### src/rtl/pofc_map.svh
// Purpose: offsets, field positions and reset values of the PWM output
//          stage with fault control.
// Assumes: Avalon word addressing; byte address is four times the index.
// Notes:   in the override and fault-state fields pair x (0..2) uses bit 2x for its low pin, 2x+1 for high.
//
// Summary of operation
// - set pair-mode bit: independent pair, no dead time
// - independent pins: PWM, forced inactive or active
// - mode 10 gives edge single pulses on enable
// - duty match ends pair; period match ends all
// - override: six select bits high, six levels low
// - complementary override keeps complement and dead time
// - synced overrides apply only at timer boundaries
// - reset pins inactive if fuse 0, else released
// - separate polarity for high and low pins
// - per-pin enables; cleared pin released to GPIO
// - fault acts only on pairs enabled for it
// - six fault-state bits pick inactive or active
// - complementary fault: high side wins over low
// - latched: resume at boundary after pin high and flag cleared
// - cycle-by-cycle: resume at boundary after pin high
// - fault-mode bit picks latched or cycle-by-cycle
// - lockout bit blocks duty and period buffer loads
// - trigger when timer equals trigger compare value
// - direction bit picks counting phase in up/down
// - trigger postscaler ratio 1:1 to 1:16
// - postscaler cleared on compare write and reset
// - fault low in sleep raises wake interrupt
`ifndef POFC_MAP_SVH
`define POFC_MAP_SVH
`define POFC_A_CTL1     3'h0
`define POFC_A_CTL2     3'h1
`define POFC_A_OVR      3'h2
`define POFC_A_FLT      3'h3
`define POFC_A_TRIG     3'h4
`define POFC_A_STAT     3'h5
`define POFC_PENL_LSB   0
`define POFC_PENH_LSB   4
`define POFC_PAIR_MODE_BIT_LSB   8
`define POFC_UPDATE_LOCKOUT_BIT_BIT   0
`define POFC_OVERRIDE_SYNC_BIT_BIT  1
`define POFC_OPS_LSB    8
`define POFC_OLVL_LSB   0
`define POFC_OSEL_LSB   8
`define POFC_FEN_LSB    0
`define POFC_FST_LSB    8
`define POFC_FMODE_BIT  15
`define POFC_TDIR_BIT   15
`define POFC_FLAG_BIT   0
`define POFC_CTL2_RST   16'h0000
`define POFC_OVR_RST    16'h0000
`define POFC_FLT_RST    16'h0000
`define POFC_TRIG_RST   16'h0000
`endif

### src/rtl/pofc_pkg.sv
// Purpose: shared types of the PWM output stage.
// Assumes: constants live in pofc_map.svh.
// Notes:   fault states are Gray coded along run, hold, wait.
package pofc_pkg;
  // time-base counting modes
  typedef enum logic [1:0] {
    TB_FREE   = 2'h0,
    TB_UPDN   = 2'h1,
    TB_SINGLE = 2'h2,
    TB_UPDN2  = 2'h3
  } pofc_tbmode_type;
  // fault handling states
  typedef enum logic [1:0] {
    FLT_RUN  = 2'h0,
    FLT_HOLD = 2'h1,
    FLT_WAIT = 2'h3
  } pofc_fault_type;
  // complete state of the top module
  typedef struct packed {
    logic [15:0]    ctl1;
    logic [15:0]    ctl2;
    logic [15:0]    ovr;
    logic [15:0]    ovr_act;
    logic [15:0]    flt;
    logic [15:0]    trig;
    logic           fault_flag;
    pofc_fault_type fst;
    logic           s1;
    logic           s2;
    logic [14:0]    prev_tmr;
    logic [3:0]     ps_cnt;
    logic [2:0]     sp_on;
    logic           en_q;
    logic           wreq;
    logic [31:0]    rdata;
    logic [2:0]     ph;
    logic [2:0]     phe;
    logic [2:0]     pl;
    logic [2:0]     ple;
    logic [2:0]     drv;
    logic           trig_out;
    logic           sp_end;
    logic           wake;
    logic           load_en;
  } pofc_state_type;
endpackage

### src/rtl/pofc_pair_if.sv
// Purpose: carries one pair's controls to its output resolver.
// Assumes: all signals active high, one clock domain.
// Notes:   act_h/act_l are active states before polarity.
`timescale 1ns/1ps
interface pofc_pair_if;
  logic indep;   // pair runs independently
  logic cmp;     // duty compare result
  logic dt_h;    // dead-timed high drive
  logic dt_l;    // dead-timed low drive
  logic osel_h;  // high pin overridden
  logic osel_l;  // low pin overridden
  logic olvl_h;  // override level, high pin
  logic olvl_l;  // override level, low pin
  logic fon;     // fault forcing this pair
  logic fst_h;   // fault state, high pin
  logic fst_l;   // fault state, low pin
  logic act_h;   // resolved high active
  logic act_l;   // resolved low active
  logic drive;   // drive toward dead-time unit
  modport ctl (output indep, cmp, dt_h, dt_l, osel_h, osel_l, olvl_h,
               olvl_l, fon, fst_h, fst_l, input act_h, act_l, drive);
  modport pair (input indep, cmp, dt_h, dt_l, osel_h, osel_l, olvl_h,
                olvl_l, fon, fst_h, fst_l, output act_h, act_l, drive);
endinterface // pofc_pair_if

### src/rtl/pofc_pair.sv
// Purpose: resolves one output pair from compare, override and fault.
// Assumes: dead time is applied outside on the drive signal.
// Notes:   purely combinational; the top registers the result.
`timescale 1ns/1ps
module pofc_pair (
  pofc_pair_if.pair p
);
  logic o_h;  // high pin after override
  logic o_l;  // low pin after override

  // fault beats override, override beats compare
  always_comb
  begin
    o_h = p.osel_h ? p.olvl_h : p.cmp;
    o_l = p.osel_l ? p.olvl_l : p.cmp;
    // low forced active means high side takes the complement
    p.drive = p.osel_h ? p.olvl_h : (p.osel_l ? ~p.olvl_l : p.cmp);
    if (p.fon)
    begin
      p.act_h = p.fst_h;
      // in complementary pairs the high side keeps priority
      p.act_l = p.indep ? p.fst_l : (p.fst_l & ~p.fst_h);
    end
    else if (p.indep)
    begin
      // no dead time, both pins may be active together
      p.act_h = o_h;
      p.act_l = o_l;
    end
    else
    begin
      // dead time still applies to overridden outputs
      p.act_h = p.dt_h;
      p.act_l = p.dt_l;
    end
  end
endmodule // pofc_pair

### src/rtl/pofc_top.sv
// Purpose: PWM output stage: pair modes, single pulse, override,
//          polarity, pin enables, fault handling, lockout, trigger.
// Assumes: time base, duty compare and dead time sit outside; fault
//          input is asynchronous; polarity inputs are static.
// Notes:   Avalon-MM slave answers one cycle after a request.
//
// Added by the designer: the register offsets and the Avalon-MM register port.
`timescale 1ns/1ps
`include "pofc_map.svh"
module pofc_top (
  input  wire logic        ref_clk,
  input  wire logic        rst,
  input  wire logic [2:0]  avs_address,
  input  wire logic        avs_read,
  input  wire logic        avs_write,
  input  wire logic [31:0] avs_writedata,
  input  wire logic [3:0]  avs_byteenable,
  output logic      [31:0] avs_readdata,
  output logic             avs_waitrequest,
  input  wire logic [14:0] tb_timer,
  input  wire logic [14:0] tb_period,
  input  wire logic [1:0]  tb_mode,
  input  wire logic        tb_dir,
  input  wire logic        tb_enable,
  input  wire logic [2:0]  duty_cmp,
  input  wire logic [2:0]  duty_match,
  input  wire logic        period_match,
  input  wire logic [2:0]  dt_high,
  input  wire logic [2:0]  dt_low,
  input  wire logic        fault_input,
  input  wire logic        cpu_sleep,
  input  wire logic        high_side_polarity,
  input  wire logic        low_side_polarity,
  input  wire logic        reset_pin_state_fuse,
  output logic      [2:0]  high_side_output,
  output logic      [2:0]  high_side_oe,
  output logic      [2:0]  low_side_output,
  output logic      [2:0]  low_side_oe,
  output logic      [2:0]  pair_drive,
  output logic             adc_trigger,
  output logic             single_pulse_end,
  output logic             fault_flag,
  output logic             fault_wake,
  output logic             buffer_load_en
);
  pofc_pkg::pofc_state_type s;   // registered state
  pofc_pkg::pofc_state_type n;   // next state
  logic [31:0] rd;               // read mux
  logic        flow;             // synchronised fault is low
  logic        center;           // up/down counting mode
  logic        sp_mode;          // single-pulse mode
  logic        bnd;              // cycle or half-cycle boundary
  logic        wr_ok;            // write accepted this edge
  logic [2:0]  fen;              // fault enables per pair
  logic [2:0]  act_h;            // resolved high actives
  logic [2:0]  act_l;            // resolved low actives
  logic [2:0]  drv;              // drives toward dead time
  logic        hit;              // raw trigger match

  // only the second synchroniser stage is ever read
  assign flow    = ~s.s2;
  assign center  = tb_mode[0];
  assign sp_mode = (tb_mode == pofc_pkg::TB_SINGLE);
  assign bnd     = (tb_timer == 15'h0000) ||
                   (center && (tb_timer == tb_period));
  assign wr_ok   = avs_write && !s.wreq;
  assign fen     = s.flt[`POFC_FEN_LSB +: 3];
  // match only on a fresh timer value so a stalled timer fires once
  assign hit     = (tb_timer == s.trig[14:0]) &&
                   (tb_timer != s.prev_tmr) &&
                   (!center || (tb_dir == s.trig[`POFC_TDIR_BIT]));

  // one resolver per output pair
  for (genvar x = 0; x < 3; x++)
  begin : g_pair
    pofc_pair_if pi ();
    assign pi.indep  = s.ctl1[`POFC_PAIR_MODE_BIT_LSB + x];
    // single-pulse mode replaces the duty compare by the pulse latch
    assign pi.cmp    = sp_mode ? s.sp_on[x] : duty_cmp[x];
    assign pi.dt_h   = dt_high[x];
    assign pi.dt_l   = dt_low[x];
    assign pi.osel_l = s.ovr_act[`POFC_OSEL_LSB + 2 * x];
    assign pi.osel_h = s.ovr_act[`POFC_OSEL_LSB + 2 * x + 1];
    assign pi.olvl_l = s.ovr_act[`POFC_OLVL_LSB + 2 * x];
    assign pi.olvl_h = s.ovr_act[`POFC_OLVL_LSB + 2 * x + 1];
    // a pair is forced only when its own enable is set
    assign pi.fon    = fen[x] && (s.fst != pofc_pkg::FLT_RUN);
    assign pi.fst_l  = s.flt[`POFC_FST_LSB + 2 * x];
    assign pi.fst_h  = s.flt[`POFC_FST_LSB + 2 * x + 1];
    assign act_h[x]  = pi.act_h;
    assign act_l[x]  = pi.act_l;
    assign drv[x]    = pi.drive;
    pofc_pair u_pair (
      .p (pi)
    );
  end

  // byte-lane merge of a register write
  function automatic logic [15:0] merge(input logic [15:0] old,
                                        input logic [31:0] wd,
                                        input logic [3:0]  be);
    merge = {be[1] ? wd[15:8] : old[15:8], be[0] ? wd[7:0] : old[7:0]};
  endfunction

  // next-state logic for bus, fault, trigger, pulse and pins
  always_comb
  begin
    n  = s;
    rd = 32'h0000_0000;
    n.s1       = fault_input;
    n.s2       = s.s1;
    n.wreq     = 1'b1;
    n.trig_out = 1'b0;
    n.sp_end   = 1'b0;
    n.en_q     = tb_enable;
    n.prev_tmr = tb_timer;
    // read decode; unmapped words read as zero
    if (avs_address == `POFC_A_CTL1)
      rd[15:0] = s.ctl1;
    else if (avs_address == `POFC_A_CTL2)
      rd[15:0] = s.ctl2;
    else if (avs_address == `POFC_A_OVR)
      rd[15:0] = s.ovr;
    else if (avs_address == `POFC_A_FLT)
      rd[15:0] = s.flt;
    else if (avs_address == `POFC_A_TRIG)
      rd[15:0] = s.trig;
    else if (avs_address == `POFC_A_STAT)
      rd[5:0] = {s.sp_on, s.fst != pofc_pkg::FLT_RUN, flow, s.fault_flag};
    // every request is answered exactly one cycle later
    if (s.wreq && (avs_read || avs_write))
    begin
      n.wreq  = 1'b0;
      n.rdata = rd;
    end
    // writes land at the edge where waitrequest is seen low
    if (wr_ok)
    begin
      if (avs_address == `POFC_A_CTL1)
        n.ctl1 = merge(s.ctl1, avs_writedata, avs_byteenable);
      else if (avs_address == `POFC_A_CTL2)
        n.ctl2 = merge(s.ctl2, avs_writedata, avs_byteenable);
      else if (avs_address == `POFC_A_OVR)
        n.ovr = merge(s.ovr, avs_writedata, avs_byteenable);
      else if (avs_address == `POFC_A_FLT)
        n.flt = merge(s.flt, avs_writedata, avs_byteenable);
      else if (avs_address == `POFC_A_TRIG)
        n.trig = merge(s.trig, avs_writedata, avs_byteenable);
    end
    // fault flag: a low input in the clearing cycle still sets it
    n.fault_flag = flow | (s.fault_flag & ~(wr_ok &&
                   avs_address == `POFC_A_STAT &&
                   avs_byteenable[0] &&
                   avs_writedata[`POFC_FLAG_BIT]));
    // fault low during sleep wakes the cpu
    n.wake = cpu_sleep & flow;
    // overrides apply at once, or at boundaries when synced
    if (!s.ctl2[`POFC_OVERRIDE_SYNC_BIT_BIT] || bnd)
      n.ovr_act = s.ovr;
    // fault sequencing
    case (s.fst)
      pofc_pkg::FLT_RUN:
        if (flow && (fen != 3'h0))
          n.fst = pofc_pkg::FLT_HOLD;
      pofc_pkg::FLT_HOLD:
        // latched waits for input high and a flag clear made while it is high
        if (!flow && (!s.flt[`POFC_FMODE_BIT] || !n.fault_flag))
          n.fst = pofc_pkg::FLT_WAIT;
      pofc_pkg::FLT_WAIT:
        if (flow)
          n.fst = pofc_pkg::FLT_HOLD;
        else if (bnd)
          n.fst = pofc_pkg::FLT_RUN;
      default:
        n.fst = pofc_pkg::FLT_RUN;
    endcase
    // disabling every pair releases the outputs at once
    if (fen == 3'h0)
      n.fst = pofc_pkg::FLT_RUN;
    // single pulse: start on enable, end on duty or period match
    if (sp_mode)
    begin
      if (tb_enable && !s.en_q)
        n.sp_on = 3'h7;
      n.sp_on = n.sp_on & ~duty_match;
      if (period_match)
      begin
        n.sp_on  = 3'h0;
        n.sp_end = 1'b1;
      end
    end
    else
      n.sp_on = 3'h0;
    // trigger postscaler; a compare write restarts the count
    if (wr_ok && (avs_address == `POFC_A_TRIG))
      n.ps_cnt = 4'h0;
    else if (hit)
    begin
      if (s.ps_cnt == s.ctl2[`POFC_OPS_LSB +: 4])
      begin
        n.trig_out = 1'b1;
        n.ps_cnt   = 4'h0;
      end
      else
        n.ps_cnt = s.ps_cnt + 4'h1;
    end
    // buffer transfers blocked while lockout is set
    n.load_en = ~s.ctl2[`POFC_UPDATE_LOCKOUT_BIT_BIT];
    // pin levels: active state mapped through each side's polarity
    n.ph  = ~(act_h ^ {3{high_side_polarity}});
    n.pl  = ~(act_l ^ {3{low_side_polarity}});
    n.phe = s.ctl1[`POFC_PENH_LSB +: 3];
    n.ple = s.ctl1[`POFC_PENL_LSB +: 3];
    n.drv = drv;
    // synchronous reset; the fuse is sampled here, on the clock
    if (rst)
    begin
      n            = '0;
      n.wreq       = 1'b1;
      n.s1         = 1'b1;
      n.s2         = 1'b1;
      n.ctl2       = `POFC_CTL2_RST;
      n.ovr        = `POFC_OVR_RST;
      n.ovr_act    = `POFC_OVR_RST;
      n.flt        = `POFC_FLT_RST;
      n.trig       = `POFC_TRIG_RST;
      n.fst        = pofc_pkg::FLT_RUN;
      n.load_en    = 1'b1;
      // fuse 0 drives inactive levels, fuse 1 releases the pins
      n.ctl1[`POFC_PENH_LSB +: 3] = {3{~reset_pin_state_fuse}};
      n.ctl1[`POFC_PENL_LSB +: 3] = {3{~reset_pin_state_fuse}};
      n.phe        = {3{~reset_pin_state_fuse}};
      n.ple        = {3{~reset_pin_state_fuse}};
      n.ph         = {3{~high_side_polarity}};
      n.pl         = {3{~low_side_polarity}};
    end
  end

  // single state register
  always_ff @(posedge ref_clk)
  begin
    s <= n;
  end

  // every output straight from the state register
  assign avs_readdata     = s.rdata;
  assign avs_waitrequest  = s.wreq;
  assign high_side_output = s.ph;
  assign high_side_oe     = s.phe;
  assign low_side_output  = s.pl;
  assign low_side_oe      = s.ple;
  assign pair_drive       = s.drv;
  assign adc_trigger      = s.trig_out;
  assign single_pulse_end = s.sp_end;
  assign fault_flag       = s.fault_flag;
  assign fault_wake       = s.wake;
  assign buffer_load_en   = s.load_en;
endmodule // pofc_top

### config.mk
export PLATFORM = sky130hd
export DESIGN_NAME = pofc_top
export DESIGN_NICKNAME = d
export VERILOG_FILES = /design/src/rtl/pofc_pkg.sv /design/src/rtl/pofc_pair_if.sv /design/src/rtl/pofc_pair.sv /design/src/rtl/pofc_top.sv
export VERILOG_INCLUDE_DIRS = /design/src /design/src/rtl
export SDC_FILE = /design/constraint.sdc
export NUM_CORES = 1
export LEC_CHECK = 0
export ABC_AREA = 1
export BUFFER_PORTS_ARGS = -buffer_cell sky130_fd_sc_hd__buf_2
export CAP_MARGIN = 20
export CORE_ASPECT_RATIO = 0.75
export CORE_MARGIN = 2
export CORE_UTILIZATION = 43
export DETAILED_ROUTE_END_ITERATION = 12
export GPL_TIMING_DRIVEN = 0
export PLACE_DENSITY = 0.63
export SLEW_MARGIN = 20
export SYNTH_ARGS = -nofsm -noshare
export SYNTH_HDL_FRONTEND = slang
export SYNTH_SLANG_ARGS = --single-unit
### constraint.sdc
create_clock -name ref_clk -period 2.2 [get_ports ref_clk]
set_input_delay 0.22 -clock ref_clk [delete_from_list [all_inputs] [get_ports ref_clk]]
set_output_delay 0.22 -clock ref_clk [all_outputs]
set_load 0.01 [all_outputs]
# --- Word-level counts from Yosys, hierarchy flattened ---
# Index checks and enable logic that the tools add are counted.
op_classes:
  addsub: 1
  n_eq_ne: 16
  mux: 80
  bitwise: 30
  reduce_logical: 52
ops:
  columns: ["op", "n"]
  rows:
  - ["16-bit two-way mux", 11]
  - ["167-bit two-way mux", 1]
  - ["32-bit two-way mux", 5]
  - ["8-bit two-way mux", 8]
  - ["39-bit two-way mux", 1]
  - ["1-bit two-way mux", 35]
  - ["33-bit two-way mux", 1]
  - ["15-bit == test", 2]
  - ["1-bit NOT", 18]
  - ["1-bit logical AND", 15]
  - ["15-bit zero test", 1]
  - ["15-bit != test", 1]
  - ["7-bit two-way mux", 2]
  - ["7-bit AND reduction", 2]
  - ["3-bit two-way mux", 4]
  - ["4-bit two-way mux", 3]
  - ["6-bit two-way mux", 2]
  - ["3-bit AND reduction", 4]
  - ["6-bit AND reduction", 2]
  - ["10-bit two-way mux", 1]
  - ["2-bit two-way mux", 5]
  - ["5-bit AND reduction", 2]
  - ["3-bit NOT", 3]
  - ["4-bit AND reduction", 2]
  - ["other kinds (23)", 48]
word_totals:
  reg_bits: 160
  elab_cells: 210

# --- Depth between registers and ports, before layout ---
# Gate-level depths: netlist of the first run.
logic_depth:
  depth_word: 15
  mapped_depth: 12
  depth_no_buf: 12

# --- By module ---
# Synthesis of the first run repeated with hierarchy kept, for this count alone.
hier_totals:
  cells_unflattened: 1109
  area_unflattened_um2: 7628.6
by_module_without_submodules:
  columns: ["module", "n_inst", "cells_per_inst", "area_each_um2"]
  rows:
  - ["pofc_top", 1, 1040, 7324.5]
  - ["pofc_pair", 3, 23, 101.3]

# --- Least setup slack after synthesis of the first run ---
# No wires, ideal clock.
synth_path:
  kind: "register to register"
  startpoint: "register s, in the netlist avs_waitrequest"
  endpoint: "register s[160] (netlist bit) (enable)"
  setup_time_ps: 381
  arrival_ps: 1316
  slack_ps: 503
  path_stages_with_launch: 6
  period_less_slack_ps: 1697
  cell_sequence: "dfxtp_1 > nor2_1 > inv_1 > nor2_1 > inv_1 > o21ai_0"
synth_between:
  elab_chain_cells: 4
synth_lines:
  columns: ["element", "line_no", "source"]
  rows:
  - ["start: declaration", "pofc_top.sv:46", "pofc_pkg::pofc_state_type s;"]
  - ["start signal: assignment", "pofc_top.sv:242", "s <= n;"]
  - ["1-bit zero test", "pofc_top.sv:66", "assign wr_ok = avs_write && !s.wreq;"]
  - ["1-bit logical AND", "pofc_top.sv:66", null]
  - ["2-bit nonzero test (no line)", null, null]
  - ["3-bit AND reduction (no line)", null, null]
# No other way between the ends.
# A chain may end at the register's enable or synchronous reset.

# --- Final worst setup path of the first run ---
layout_path:
  startpoint: "register s, in the netlist avs_waitrequest"
  endpoint: "register s, in the netlist avs_readdata[5]"
layout_between:
  elab_chain_cells: 1
layout_lines:
  columns: ["element", "line_no", "source"]
  rows:
  - ["1-bit logical AND", "pofc_top.sv:131", "if (s.wreq && (avs_read || avs_write))"]
# No other way between the ends.

==> qor.csv, run 1 <==
stage,metric,value,unit
floorplan,CORE AREA,17000,um2
timing,Max Transition Viols Final,0,
drt,antenna-violating nets left,0,
clock_network,CTS tree,done,
setup_path,Setup crit start,avs_waitrequest,
final_layout,Largest Register,s,
clock_network,Clock Tree Root,clkbuf_16,
hold_path,HP Start,cpu_sleep,
synthesis,asr flop ratio synth,0,
final_layout,register area,3180,um2
final_layout,fraction of final layout cells sized beyond drive strength 1,0.170,
setup_path,slowest CP cell,clkinv_1,
final_layout,area taken by multi-input logic gates,3360,um2
synthesis,library cells used by synthesis,31,
final_layout,fill count,1702,
floorplan,die area,18600,um2
final_layout,"Area growth, synth to finish",21.6,%
synthesis,synthesized area,7530,um2
setup_path,worst path cell trace,"o21ai_1, clkinv_1, clkbuf_1, o21ai_0, a21oi_1",
clock_network,CTS Sinks,156,
setup_path,worst reg2reg endpoint,avs_readdata[5],
clock_network,Longest Clk Path Bufs,2,
floorplan,Die W,157,um
setup_path,critical path's top delay family,buffers and inverters,
status,outcome,completed,
job,Max-Cap Viols,0,
floorplan,number of I/O pins,148,
final_layout,fin area,9160,um2
timing,fmax,500,MHz
synthesis,"EDFF count, synth",6,
setup_path,Max Fanout on Critical Path,10,
final_layout,Layout Utilization,0.539,
grt,initial antenna violation count,0,
place,GPL Wtd Cong,0.876,
power_and_ir_drop,Max VDD drop,0.517,mV
setup_path,reg-to-reg setup timing slack,0.20,ns
setup_path,"Buf+Inv Stages, Crit Path",2,
clock_network,Worst-Skew Late Latency,0.44,ns
place,HPWL Detailed,17600,um
setup_path,RR Startpoint,avs_waitrequest,
grt,vias in the first global route,6488,
synthesis,yosys warns,0,
grt,GR Overflow Total,0,
synthesis,sequential area share after synthesis,0.423,
timing,setup repair after global routing missed its margin,false,
timing,Final Hold Fails,0,
timing,Worst Skew,0.00785,ns
synthesis,Synth Register Bits,156,
floorplan,die height,119,um
floorplan,Row Count,41,
timing,minimum clock period,2.00,ns
timing,Final Setup Violations,0,
drt,vias per cell,4.95,
timing,setup TNS,0,ns
setup_path,Critical Path Stages,5,
hold_path,hold depth,3,
grt,first-pass GRT wire length,35000,um
setup_path,R2R depth,5,
power_and_ir_drop,Pwr Total,0.00705,W
clock_network,Inserted Clock Buffers,17,
timing,Max-slew headroom,0.467,
clock_network,clock-pin slew on the worst setup and hold paths,0.06,ns
drt,via count,7395,
synthesis,average footprint of a synthesized cell,6.89,um2
final_layout,nets,1340,
setup_path,CP required,2.50,ns
place,Post-DP Area,8450,um2
setup_path,max incr delay on CP,0.45,ns
final_layout,max reg flops,95,
setup_path,Worst setup SP type,flip-flop,
place,Port Buffers,113,
floorplan,Initial Utilization,0.444,
timing,Worst-Margin Slew,0.794,ns
drt,Post-Route WL,22700,um
clock_network,H-tree depth,4,
timing,fin crit share,0.909,
final_layout,n_diodes,0,
power_and_ir_drop,Power Density,770,nW/um2
setup_path,endpoint kind of the worst setup timing path,flip-flop,
power_and_ir_drop,Lkg Pwr,4.12,nW
grt,gr usage total,0.248,
setup_path,Setup Crit Path Kind,reg -> reg,
drt,First-pass DRT Iterations,5,
hold_path,Min-Delay Path Class,in -> reg,
hold_path,Hold Path End,fault_wake,
grt,largest net degree at the start of global routing,17,
drt,WL/cell,15.2,um
setup_path,CP arrival,2.30,ns
synthesis,Synth Flop Type,dfxtp_1,
drt,initial detailed-routing violation count,763,
synthesis,Synth Instances,1093,
drt,DRC violations left,0,
[per-stage QoR]
| step | setup WS (ns) | cells | hold slack [ns] |
|---|---|---|---|
| after floorplan | 0.503 | 1108 | 0.299 |
| after global placement | 0.0268 | 1457 | 0.380 |
| after detailed placement | 0.00339 | 1457 | 0.395 |
| after CTS | 0.0996 | 1493 | 0.00302 |
| after global routing | 0.0673 | 1493 | 0.0210 |
| final | 0.200 | 1493 | 0.00689 |
[cell families after synthesis]
group           after synthesis  synth area share
simple gates                452             0.244
xor+xnor                     28            0.0326
flops                       156             0.423
buf+inv                     227             0.139
other cells                   1          0.000498
compound gates              228             0.160
fa+ha+maj                     1           0.00166
[where the power goes]
group,internal [W],switching [W],leakage [nW]
Clock,0.00213,0.00125,0.317
Sequential,0.00292,0.0000385,1.28
Combinational,0.000274,0.000432,2.52
Total,0.00533,0.00172,4.12
[layout by cell type, fill, tap and decap left out, types with 5 or more instances in the layout]
cell and count:
a21oi_1 87, buf_2 123, buf_4 49, bufinv_16 6, clkbuf_1 19, clkbuf_16 17, conb_1 16, dfxtp_1 150
edfxtp_1 6, inv_1 142, nand2_1 215, nand3_1 41, nand4_1 14, nor2_1 164, nor3_1 6, o211ai_1 5
o21ai_0 113, o221ai_1 9, o22ai_1 9, xnor2_1 20, xor2_1 8
[layer usage]
layer  vias up  track usage  wire length (um)
met5         -            0                 0
met4         0       0.0665               377
met3        28       0.0568              2120
met2       272        0.342              9090
met1      3358        0.381             11100
li1       3737            -                 -
[synthesized netlist by cell type (5+ instances only)]
master	number	area, um2
nand4_1	14	87.6
o22ai_1	9	56.3
xor2_1	8	70.1
dfxtp_1	150	3000
nand3_1	41	205
o211ai_1	5	37.5
clkbuf_1	18	67.6
o21ai_0	114	571
xnor2_1	20	175
o221ai_1	9	78.8
nand2_1	215	807
inv_1	142	533
nor2_1	164	616
edfxtp_1	6	180
buf_2	10	50.1
a21oi_1	87	435
nor3_1	6	30.0
buf_4	49	368
[worst reg2reg max path: stages, from the launching register on]
cell	delay (ns)
dfxtp_1	0.33
o21ai_1	0.42
clkinv_1	0.46
clkbuf_1	0.40
o21ai_0	0.18
a21oi_1	0.08
[worst max-delay path by stage]
stage,slack [ns],endpoint
floorplan,0.50,s[160]
global placement,0.03,s[164]
detailed placement,0.003,s[164]
CTS,0.1,s[166]
global route,0.07,avs_readdata[5]
finish,0.20,avs_readdata[5]
[timing repair]
| item | in CTS | in global routing |
|---|---|---|
| gates resized for setup | 0 | 0 |
| hold endpoints to repair | 4 | 0 |
| setup buffers | 0 | 0 |
| setup endpoints to repair | 0 | 0 |
| hold buffers | 4 | 0 |
[cell type report]
type,count,share of cell area
buffer,77,0.0530
clock buffer,18,0.0469
clock inverter,14,0.0262
inverter,150,0.0615
multi-input combinational,725,0.366
sequential,156,0.348
tap,236,0.0322
timing repair buffer,117,0.0661
No activity file was read; power rests on OpenSTA's default activity.
==> run 2, diff against run 1 <==
--- a/config.mk
+++ b/config.mk
@@ -6,7 +6,6 @@
 export SDC_FILE = /design/constraint.sdc
 export NUM_CORES = 1
 export LEC_CHECK = 0
-export ABC_AREA = 1
 export BUFFER_PORTS_ARGS = -buffer_cell sky130_fd_sc_hd__buf_2
 export CAP_MARGIN = 20
 export CORE_ASPECT_RATIO = 0.75
==> run 2 against run 1 <==
Effect of this change: final cell count fell by 20%; combinational power rose by 3.5%; die area fell by 0.47%; highest routed layer unchanged.
==> qor.csv, run 2 <==
stage,metric,value,unit,change
clock_network,CTS tree,done,,unchanged
synthesis,library cells used by synthesis,64,,was 31
clock_network,CTS Sinks,156,,unchanged
status,outcome,completed,,unchanged
floorplan,number of I/O pins,148,,unchanged
synthesis,synth cell count leaders,"dfxtp_1 (150), nor2_1 (74), mux2i_1 (62), nand2_1 (51), buf_4 (50)",,"was nand2_1 (215), nor2_1 (164), dfxtp_1 (150), inv_1 (142), o21ai_0 (114)"
clock_network,clock-pin slew on the worst setup and hold paths,0.06,ns,about the same
timing,Worst-Margin Slew,0.929,ns,was 0.794 ns
setup_path,CP arrival,2.34,ns,was 2.30 ns
clock_network,CTS resizes,0,,unchanged
power_and_ir_drop,switch share,0.255,,was 0.244
timing,Final Setup Violations,0,,unchanged
grt,vias in the first global route,5989,,was 6488
grt,Global Route met3 Usage,0.0517,,was 0.0568
setup_path,CP required,2.49,ns,was 2.50 ns
clock_network,Longest Clk Path Bufs,2,,unchanged
grt,gr usage total,0.245,,was 0.248
synthesis,Synth top area share,0.401,,was 0.399
synthesis,average footprint of a synthesized cell,9.24,um2,was 6.89 um2
drt,via count,6400,,was 7395
drt,antenna-violating nets left,0,,unchanged
power_and_ir_drop,Max VDD drop,0.484,mV,was 0.517 mV
floorplan,Row Count,41,,unchanged
floorplan,die area,18500,um2,was 18600 um2
setup_path,endpoint kind of the worst setup timing path,flip-flop,,unchanged
power_and_ir_drop,Pwr Total,0.00672,W,was 0.00705 W
timing,Fin Hold WS,0.00928,ns,was 0.00689 ns
timing,fmax,487,MHz,was 500 MHz
clock_network,Worst-Skew Late Latency,0.44,ns,about the same
final_layout,nets,1056,,was 1340
drt,Post-Route WL,22300,um,was 22700 um
power_and_ir_drop,Power Density,745,nW/um2,was 770 nW/um2
hold_path,Min-Delay Path Class,in -> reg,,unchanged
setup_path,RR Startpoint,avs_waitrequest,,unchanged
place,HPWL Detailed,16700,um,was 17600 um
synthesis,yosys warns,0,,unchanged
place,Port Buffers,111,,was 113
grt,met2 GRT Util,0.350,,was 0.342
final_layout,Layout Utilization,0.533,,was 0.539
synthesis,"EDFF count, synth",6,,unchanged
synthesis,asr flop ratio synth,0,,unchanged
job,Max-Cap Viols,0,,unchanged
synthesis,Synth Flop Type,dfxtp_1,,unchanged
place,dpl ws,0.217,ns,was 0.00339 ns
synthesis,sequential area share after synthesis,0.425,,was 0.423
floorplan,die height,118,um,was 119 um
grt,largest net degree at the start of global routing,17,,unchanged
hold_path,HP Start,tb_enable,,was cpu_sleep
setup_path,Setup Crit Path Kind,reg -> reg,,unchanged
setup_path,Max Fanout on Critical Path,10,,unchanged
final_layout,fraction of final layout cells sized beyond drive strength 1,0.244,,was 0.170
clock_network,H-tree depth,4,,unchanged
timing,setup TNS,0,ns,unchanged
timing,setup repair after global routing missed its margin,false,,unchanged
final_layout,Largest Register,s,,unchanged
power_and_ir_drop,Lkg Pwr,3.82,nW,was 4.12 nW
power_and_ir_drop,Internal Power,0.00501,W,was 0.00533 W
drt,WL/cell,18.8,um,was 15.2 um
grt,GR Overflow Total,0,,unchanged
synthesis,largest cells by area after synthesis,"dfxtp_1 (40%), mux2i_1 (8.3%), buf_4 (5.0%)",,"was dfxtp_1 (40%), nand2_1 (11%), nor2_1 (8.2%)"
timing,fin crit share,0.934,,was 0.909
grt,first-pass GRT wire length,34200,um,was 35000 um
power_and_ir_drop,Clock power frac,0.451,,was 0.480
final_layout,"most common cell after layout, fill and taps aside",dfxtp_1,,was nand2_1
power_and_ir_drop,Flop pwr share,0.440,,was 0.420
synthesis,synthesized area,7490,um2,was 7530 um2
drt,initial detailed-routing violation count,633,,was 763
timing,Final Hold Fails,0,,unchanged
synthesis,top-count cell post-synth,dfxtp_1,,was nand2_1
timing,Max Transition Viols Final,0,,unchanged
power_and_ir_drop,Combinational Power Share,0.109,,was 0.100
timing,fin worst setup slack,0.146,ns,was 0.200 ns
timing,minimum clock period,2.05,ns,was 2.00 ns
synthesis,Synth Instances,811,,was 1093
grt,met1 Usage GRT,0.366,,was 0.381
floorplan,Initial Utilization,0.443,,was 0.444
grt,initial antenna violation count,0,,unchanged
final_layout,max reg flops,95,,unchanged
drt,DRC violations left,0,,unchanged
setup_path,Setup crit start,avs_waitrequest,,unchanged
clock_network,Clock Tree Root,clkbuf_16,,unchanged
clock_network,Inserted Clock Buffers,17,,unchanged
synthesis,Synth Register Bits,156,,unchanged
final_layout,n_diodes,0,,unchanged
drt,First-pass DRT Iterations,5,,unchanged
grt,grt peak-use layer,met1,,unchanged
floorplan,CORE AREA,16900,um2,was 17000 um2
setup_path,Worst setup SP type,flip-flop,,unchanged
power_and_ir_drop,Switch Pwr,0.00171,W,was 0.00172 W
synthesis,post-synth top area cell,dfxtp_1,,unchanged
timing,Max-slew headroom,0.374,,was 0.467
place,GPL Wtd Cong,0.969,,was 0.876
timing,Worst Skew,0.00927,ns,was 0.00785 ns
final_layout,"commonest cells after routing, fill and taps aside","dfxtp_1 (150), buf_2 (127), nor2_1 (74)",,"was nand2_1 (215), nor2_1 (164), dfxtp_1 (150)"
drt,vias per cell,5.39,,was 4.95
floorplan,Die W,156,um,was 157 um
final_layout,"Area growth, synth to finish",20.4,%,was 21.6%
[run 2: cell types whose count changed after synthesis, moves of 33 or more]
| cell | previous run | this run |
|---|---|---|
| mux2i_1 | 0 | 62 |
| nor2_1 | 164 | 74 |
| nand2_1 | 215 | 51 |
| inv_1 | 142 | 14 |
| o21ai_0 | 114 | 28 |
| nand2b_1 | 0 | 33 |
| a21oi_1 | 87 | 37 |
[run 2: metal layers]
layer	routed length, um	vias to the layer above
met5	0	-
met4	480	0
met3	1650	31
met2	9380	257
met1	10800	3023
li1	-	3089
[run 2: power groups by stage]
stage	clock network (W)	registers (W)	logic, W
floorplan	0	0.00301	0.000429
global placement	0	0.00302	0.000712
detailed placement	0	0.00302	0.000712
CTS	0.00306	0.00296	0.000721
global route	0.00318	0.00296	0.000788
finish	0.00303	0.00296	0.000731
[run 2: repair_timing]
action | in CTS | in global routing
hold endpoints to repair | 4 | 0
setup buffers | 0 | 0
hold buffers | 4 | 0
[run 2: worst paths after layout]
check | slack (ns) | depth (start not counted) | to
worst min-delay path | 0.009 | 2 | s[52]
worst max register to register | 0.15 | 6 | avs_readdata[14]
worst min register to register | 0.41 | 1 | s[75]
worst max-delay path | 0.15 | 6 | avs_readdata[14]
[run 2: through the flow]
stage,area (um2),cells
4_1_cts,9020,1188
5_1_grt,9020,1188
6_report,9020,1188
2_1_floorplan,7550,826
3_5_place_dp,8380,1152
3_3_place_gp,8380,1152
[run 2: cell families after synthesis]
| group | Yosys count | synth area share |
|---|---|---|
| compound gates | 159 | 0.148 |
| flops | 156 | 0.425 |
| simple gates | 259 | 0.180 |
| fa+ha+maj | 1 | 0.00167 |
| buf+inv | 107 | 0.0825 |
| xor+xnor | 56 | 0.0654 |
| other cells | 1 | 0.000500 |
| mux | 72 | 0.0978 |
[run 2: final cells by class]
cell class / count / area, um2
plain buffers: 92 / 562
clock buffers: 20 / 468
clock inverters: 12 / 136
fillers: 1596 / 7910
inverters: 15 / 56.3
multi-input cells: 563 / 3750
flip-flops and latches: 156 / 3180
well taps: 215 / 269
repair buffers: 115 / 596
[run 2: critical path, stage by stage, from the launching register on]
cell	delay, ns
dfxtp_1	0.37
o21a_1	0.13
clkbuf_1	0.40
clkbuf_1	0.55
o221ai_1	0.27
o21ai_0	0.13
nor2_1	0.05
==> run 3, diff against run 2 <==
--- a/config.mk
+++ b/config.mk
@@ -14,6 +14,7 @@
 export DETAILED_ROUTE_END_ITERATION = 12
 export GPL_TIMING_DRIVEN = 0
 export PLACE_DENSITY = 0.63
+export RECOVER_POWER = 50
 export SLEW_MARGIN = 20
 export SYNTH_ARGS = -nofsm -noshare
 export SYNTH_HDL_FRONTEND = slang
==> constraint.sdc (replaced) <==
create_clock -name ref_clk -period 2.32 [get_ports ref_clk]
set_input_delay 0.232 -clock ref_clk [delete_from_list [all_inputs] [get_ports ref_clk]]
set_output_delay 0.232 -clock ref_clk [all_outputs]
set_load 0.01 [all_outputs]
==> run 3 against run 2 <==
Effect of this change: routed wire length is essentially flat; flip-flop and latch count did not move; non-clock buffer count unchanged; clock power down 5%; highest routed layer unchanged; core utilization down 0.50 points; largest power group unchanged.
==> qor.csv, run 3 (synthesis gave the netlist of run 2 again) <==
stage,metric,value,unit,change
status,outcome,completed,,unchanged
clock_network,H-tree depth,4,,unchanged
grt,initial antenna violation count,0,,unchanged
timing,Max-slew headroom,0.314,,was 0.374
final_layout,nets,1056,,unchanged
final_layout,"most common cell after layout, fill and taps aside",dfxtp_1,,unchanged
floorplan,Die W,156,um,unchanged
drt,DRC violations left,0,,unchanged
setup_path,max incr delay on CP,0.56,ns,was 0.55 ns
final_layout,fraction of final layout cells sized beyond drive strength 1,0.195,,was 0.244
setup_path,Setup Crit Path Kind,reg -> reg,,unchanged
drt,WL/cell,18.8,um,about the same
power_and_ir_drop,Lkg Pwr,3.66,nW,was 3.82 nW
floorplan,die area,18500,um2,unchanged
clock_network,Worst-Skew Late Latency,0.44,ns,about the same
setup_path,Max Fanout on Critical Path,10,,unchanged
setup_path,most frequent CP cell,clkbuf_1,,unchanged
timing,fin crit share,0.902,,was 0.934
timing,Max Transition Viols Final,0,,unchanged
drt,First-pass DRT Iterations,5,,unchanged
clock_network,clock-pin slew on the worst setup and hold paths,0.06,ns,about the same
grt,vias in the first global route,5989,,unchanged
final_layout,"Area growth, synth to finish",19.2,%,was 20.4%
power_and_ir_drop,Power Density,712,nW/um2,was 745 nW/um2
final_layout,"commonest cells after routing, fill and taps aside","dfxtp_1 (150), buf_2 (85), nor2_1 (74)",,"was dfxtp_1 (150), buf_2 (127), nor2_1 (74)"
grt,gr usage total,0.245,,unchanged
drt,via count,6350,,was 6400
clock_network,CTS Sinks,156,,unchanged
final_layout,Non-Filler Instances,1188,,unchanged
timing,Worst Skew,0.00903,ns,was 0.00927 ns
setup_path,Worst setup SP type,flip-flop,,unchanged
power_and_ir_drop,Max VDD drop,0.460,mV,was 0.484 mV
timing,Final Setup Violations,0,,unchanged
clock_network,Inserted Clock Buffers,17,,unchanged
hold_path,Min-Delay Path Class,in -> reg,,unchanged
place,HPWL Detailed,16700,um,unchanged
setup_path,CP required,2.61,ns,was 2.49 ns
floorplan,Row Count,41,,unchanged
final_layout,Largest Register,s,,unchanged
drt,antenna-violating nets left,0,,unchanged
floorplan,Initial Utilization,0.443,,unchanged
grt,first-pass GRT wire length,34200,um,unchanged
clock_network,Clock Tree Root,clkbuf_16,,unchanged
grt,GR Overflow Total,0,,unchanged
setup_path,endpoint kind of the worst setup timing path,flip-flop,,unchanged
timing,Fin Hold WS,0.0197,ns,was 0.00928 ns
setup_path,"Buf+Inv Stages, Crit Path",2,,unchanged
place,Port Buffers,111,,unchanged
drt,vias per cell,5.35,,was 5.39
timing,Final Hold Fails,0,,unchanged
timing,Worst-Margin Slew,1.02,ns,was 0.929 ns
setup_path,worst path cell trace,"o21a_1, clkbuf_1, clkbuf_1, o221ai_1, o21ai_0, nor2_1",,unchanged
final_layout,fill count,1633,,was 1596
setup_path,critical path's top delay family,buffers and inverters,,unchanged
timing,setup TNS,0,ns,unchanged
timing,fmax,478,MHz,was 487 MHz
place,GPL Wtd Cong,0.969,,unchanged
clock_network,Longest Clk Path Bufs,2,,unchanged
final_layout,n_diodes,0,,unchanged
setup_path,slowest CP cell,clkbuf_1,,unchanged
job,Max-Cap Viols,0,,unchanged
place,# placed instances,1152,,unchanged
clock_network,CTS tree,done,,unchanged
setup_path,CP arrival,2.39,ns,was 2.34 ns
timing,setup repair after global routing missed its margin,false,,unchanged
drt,Post-Route WL,22300,um,about the same
floorplan,number of I/O pins,148,,unchanged
drt,initial detailed-routing violation count,632,,was 633
timing,minimum clock period,2.09,ns,was 2.05 ns
floorplan,die height,118,um,unchanged
final_layout,max reg flops,95,,unchanged
floorplan,CORE AREA,16900,um2,unchanged
clock_network,CTS resizes,0,,unchanged
grt,largest net degree at the start of global routing,17,,unchanged
## run 3: cell count changes in the layout (fill, tap and decap cells not counted), sizes merged
cell,previous run,this run
clkbuf,43,88
buf,180,135
## run 3: cell type report
type                       count  area [um2]  area share
clock buffer                  20         468      0.0524
clock inverter                12         136      0.0153
buffer                        92         551      0.0616
tap                          215         269      0.0301
multi-input combinational    563        3730       0.417
timing repair buffer         115         547      0.0612
inverter                      15        56.3     0.00630
sequential                   156        3180       0.356
## run 3: worst paths after layout
kind                    from               end  slack (ns)  cells after the start
min reg2reg            s[76]             s[75]        0.41                      1
max          avs_waitrequest  avs_readdata[14]        0.23                      6
min                tb_enable             s[52]        0.02                      2
max reg2reg  avs_waitrequest  avs_readdata[14]        0.23                      6
## run 3: metal layers
| metal | GRT usage | vias to the layer above | part of all wire |
|---|---|---|---|
| li1 | - | 3082 | - |
| met1 | 0.366 | 3005 | 0.49 |
| met2 | 0.350 | 235 | 0.42 |
| met3 | 0.0517 | 28 | 0.075 |
| met4 | 0.0774 | 0 | 0.020 |
| met5 | 0 | - | 0 |
## run 3: stage by stage
step            util  instance area [um2]  power, W  worst slack (ns)
2_1_floorplan      -                 7550   0.00326             0.765
3_3_place_gp   0.495                 8380   0.00354             0.350
3_5_place_dp   0.495                 8380   0.00354             0.337
4_1_cts        0.533                 9020   0.00639             0.314
5_1_grt        0.528                 8940   0.00656             0.159
6_report       0.528                 8940   0.00636             0.227
## run 3: repair_timing
| action | CTS | global route |
|---|---|---|
| hold buffers | 4 | 0 |
| buffers inserted | 0 | 0 |
| endpoints found under the hold margin | 4 | 0 |
## run 3: power breakdown
part	total [W]	switching (W)	internal (W)
Combinational	0.000678	0.000394	0.000285
Sequential	0.00281	0.0000365	0.00277
Clock	0.00288	0.00120	0.00168
## run 3: worst reg2reg max path, delay by kind of cell (launching register included)
kind	cells	cell delay (ns)
AOI/OAI and AO/OA	3	0.55
buffers and inverters	2	0.97
DFF	1	0.38
and+or+nand+nor	1	0.05
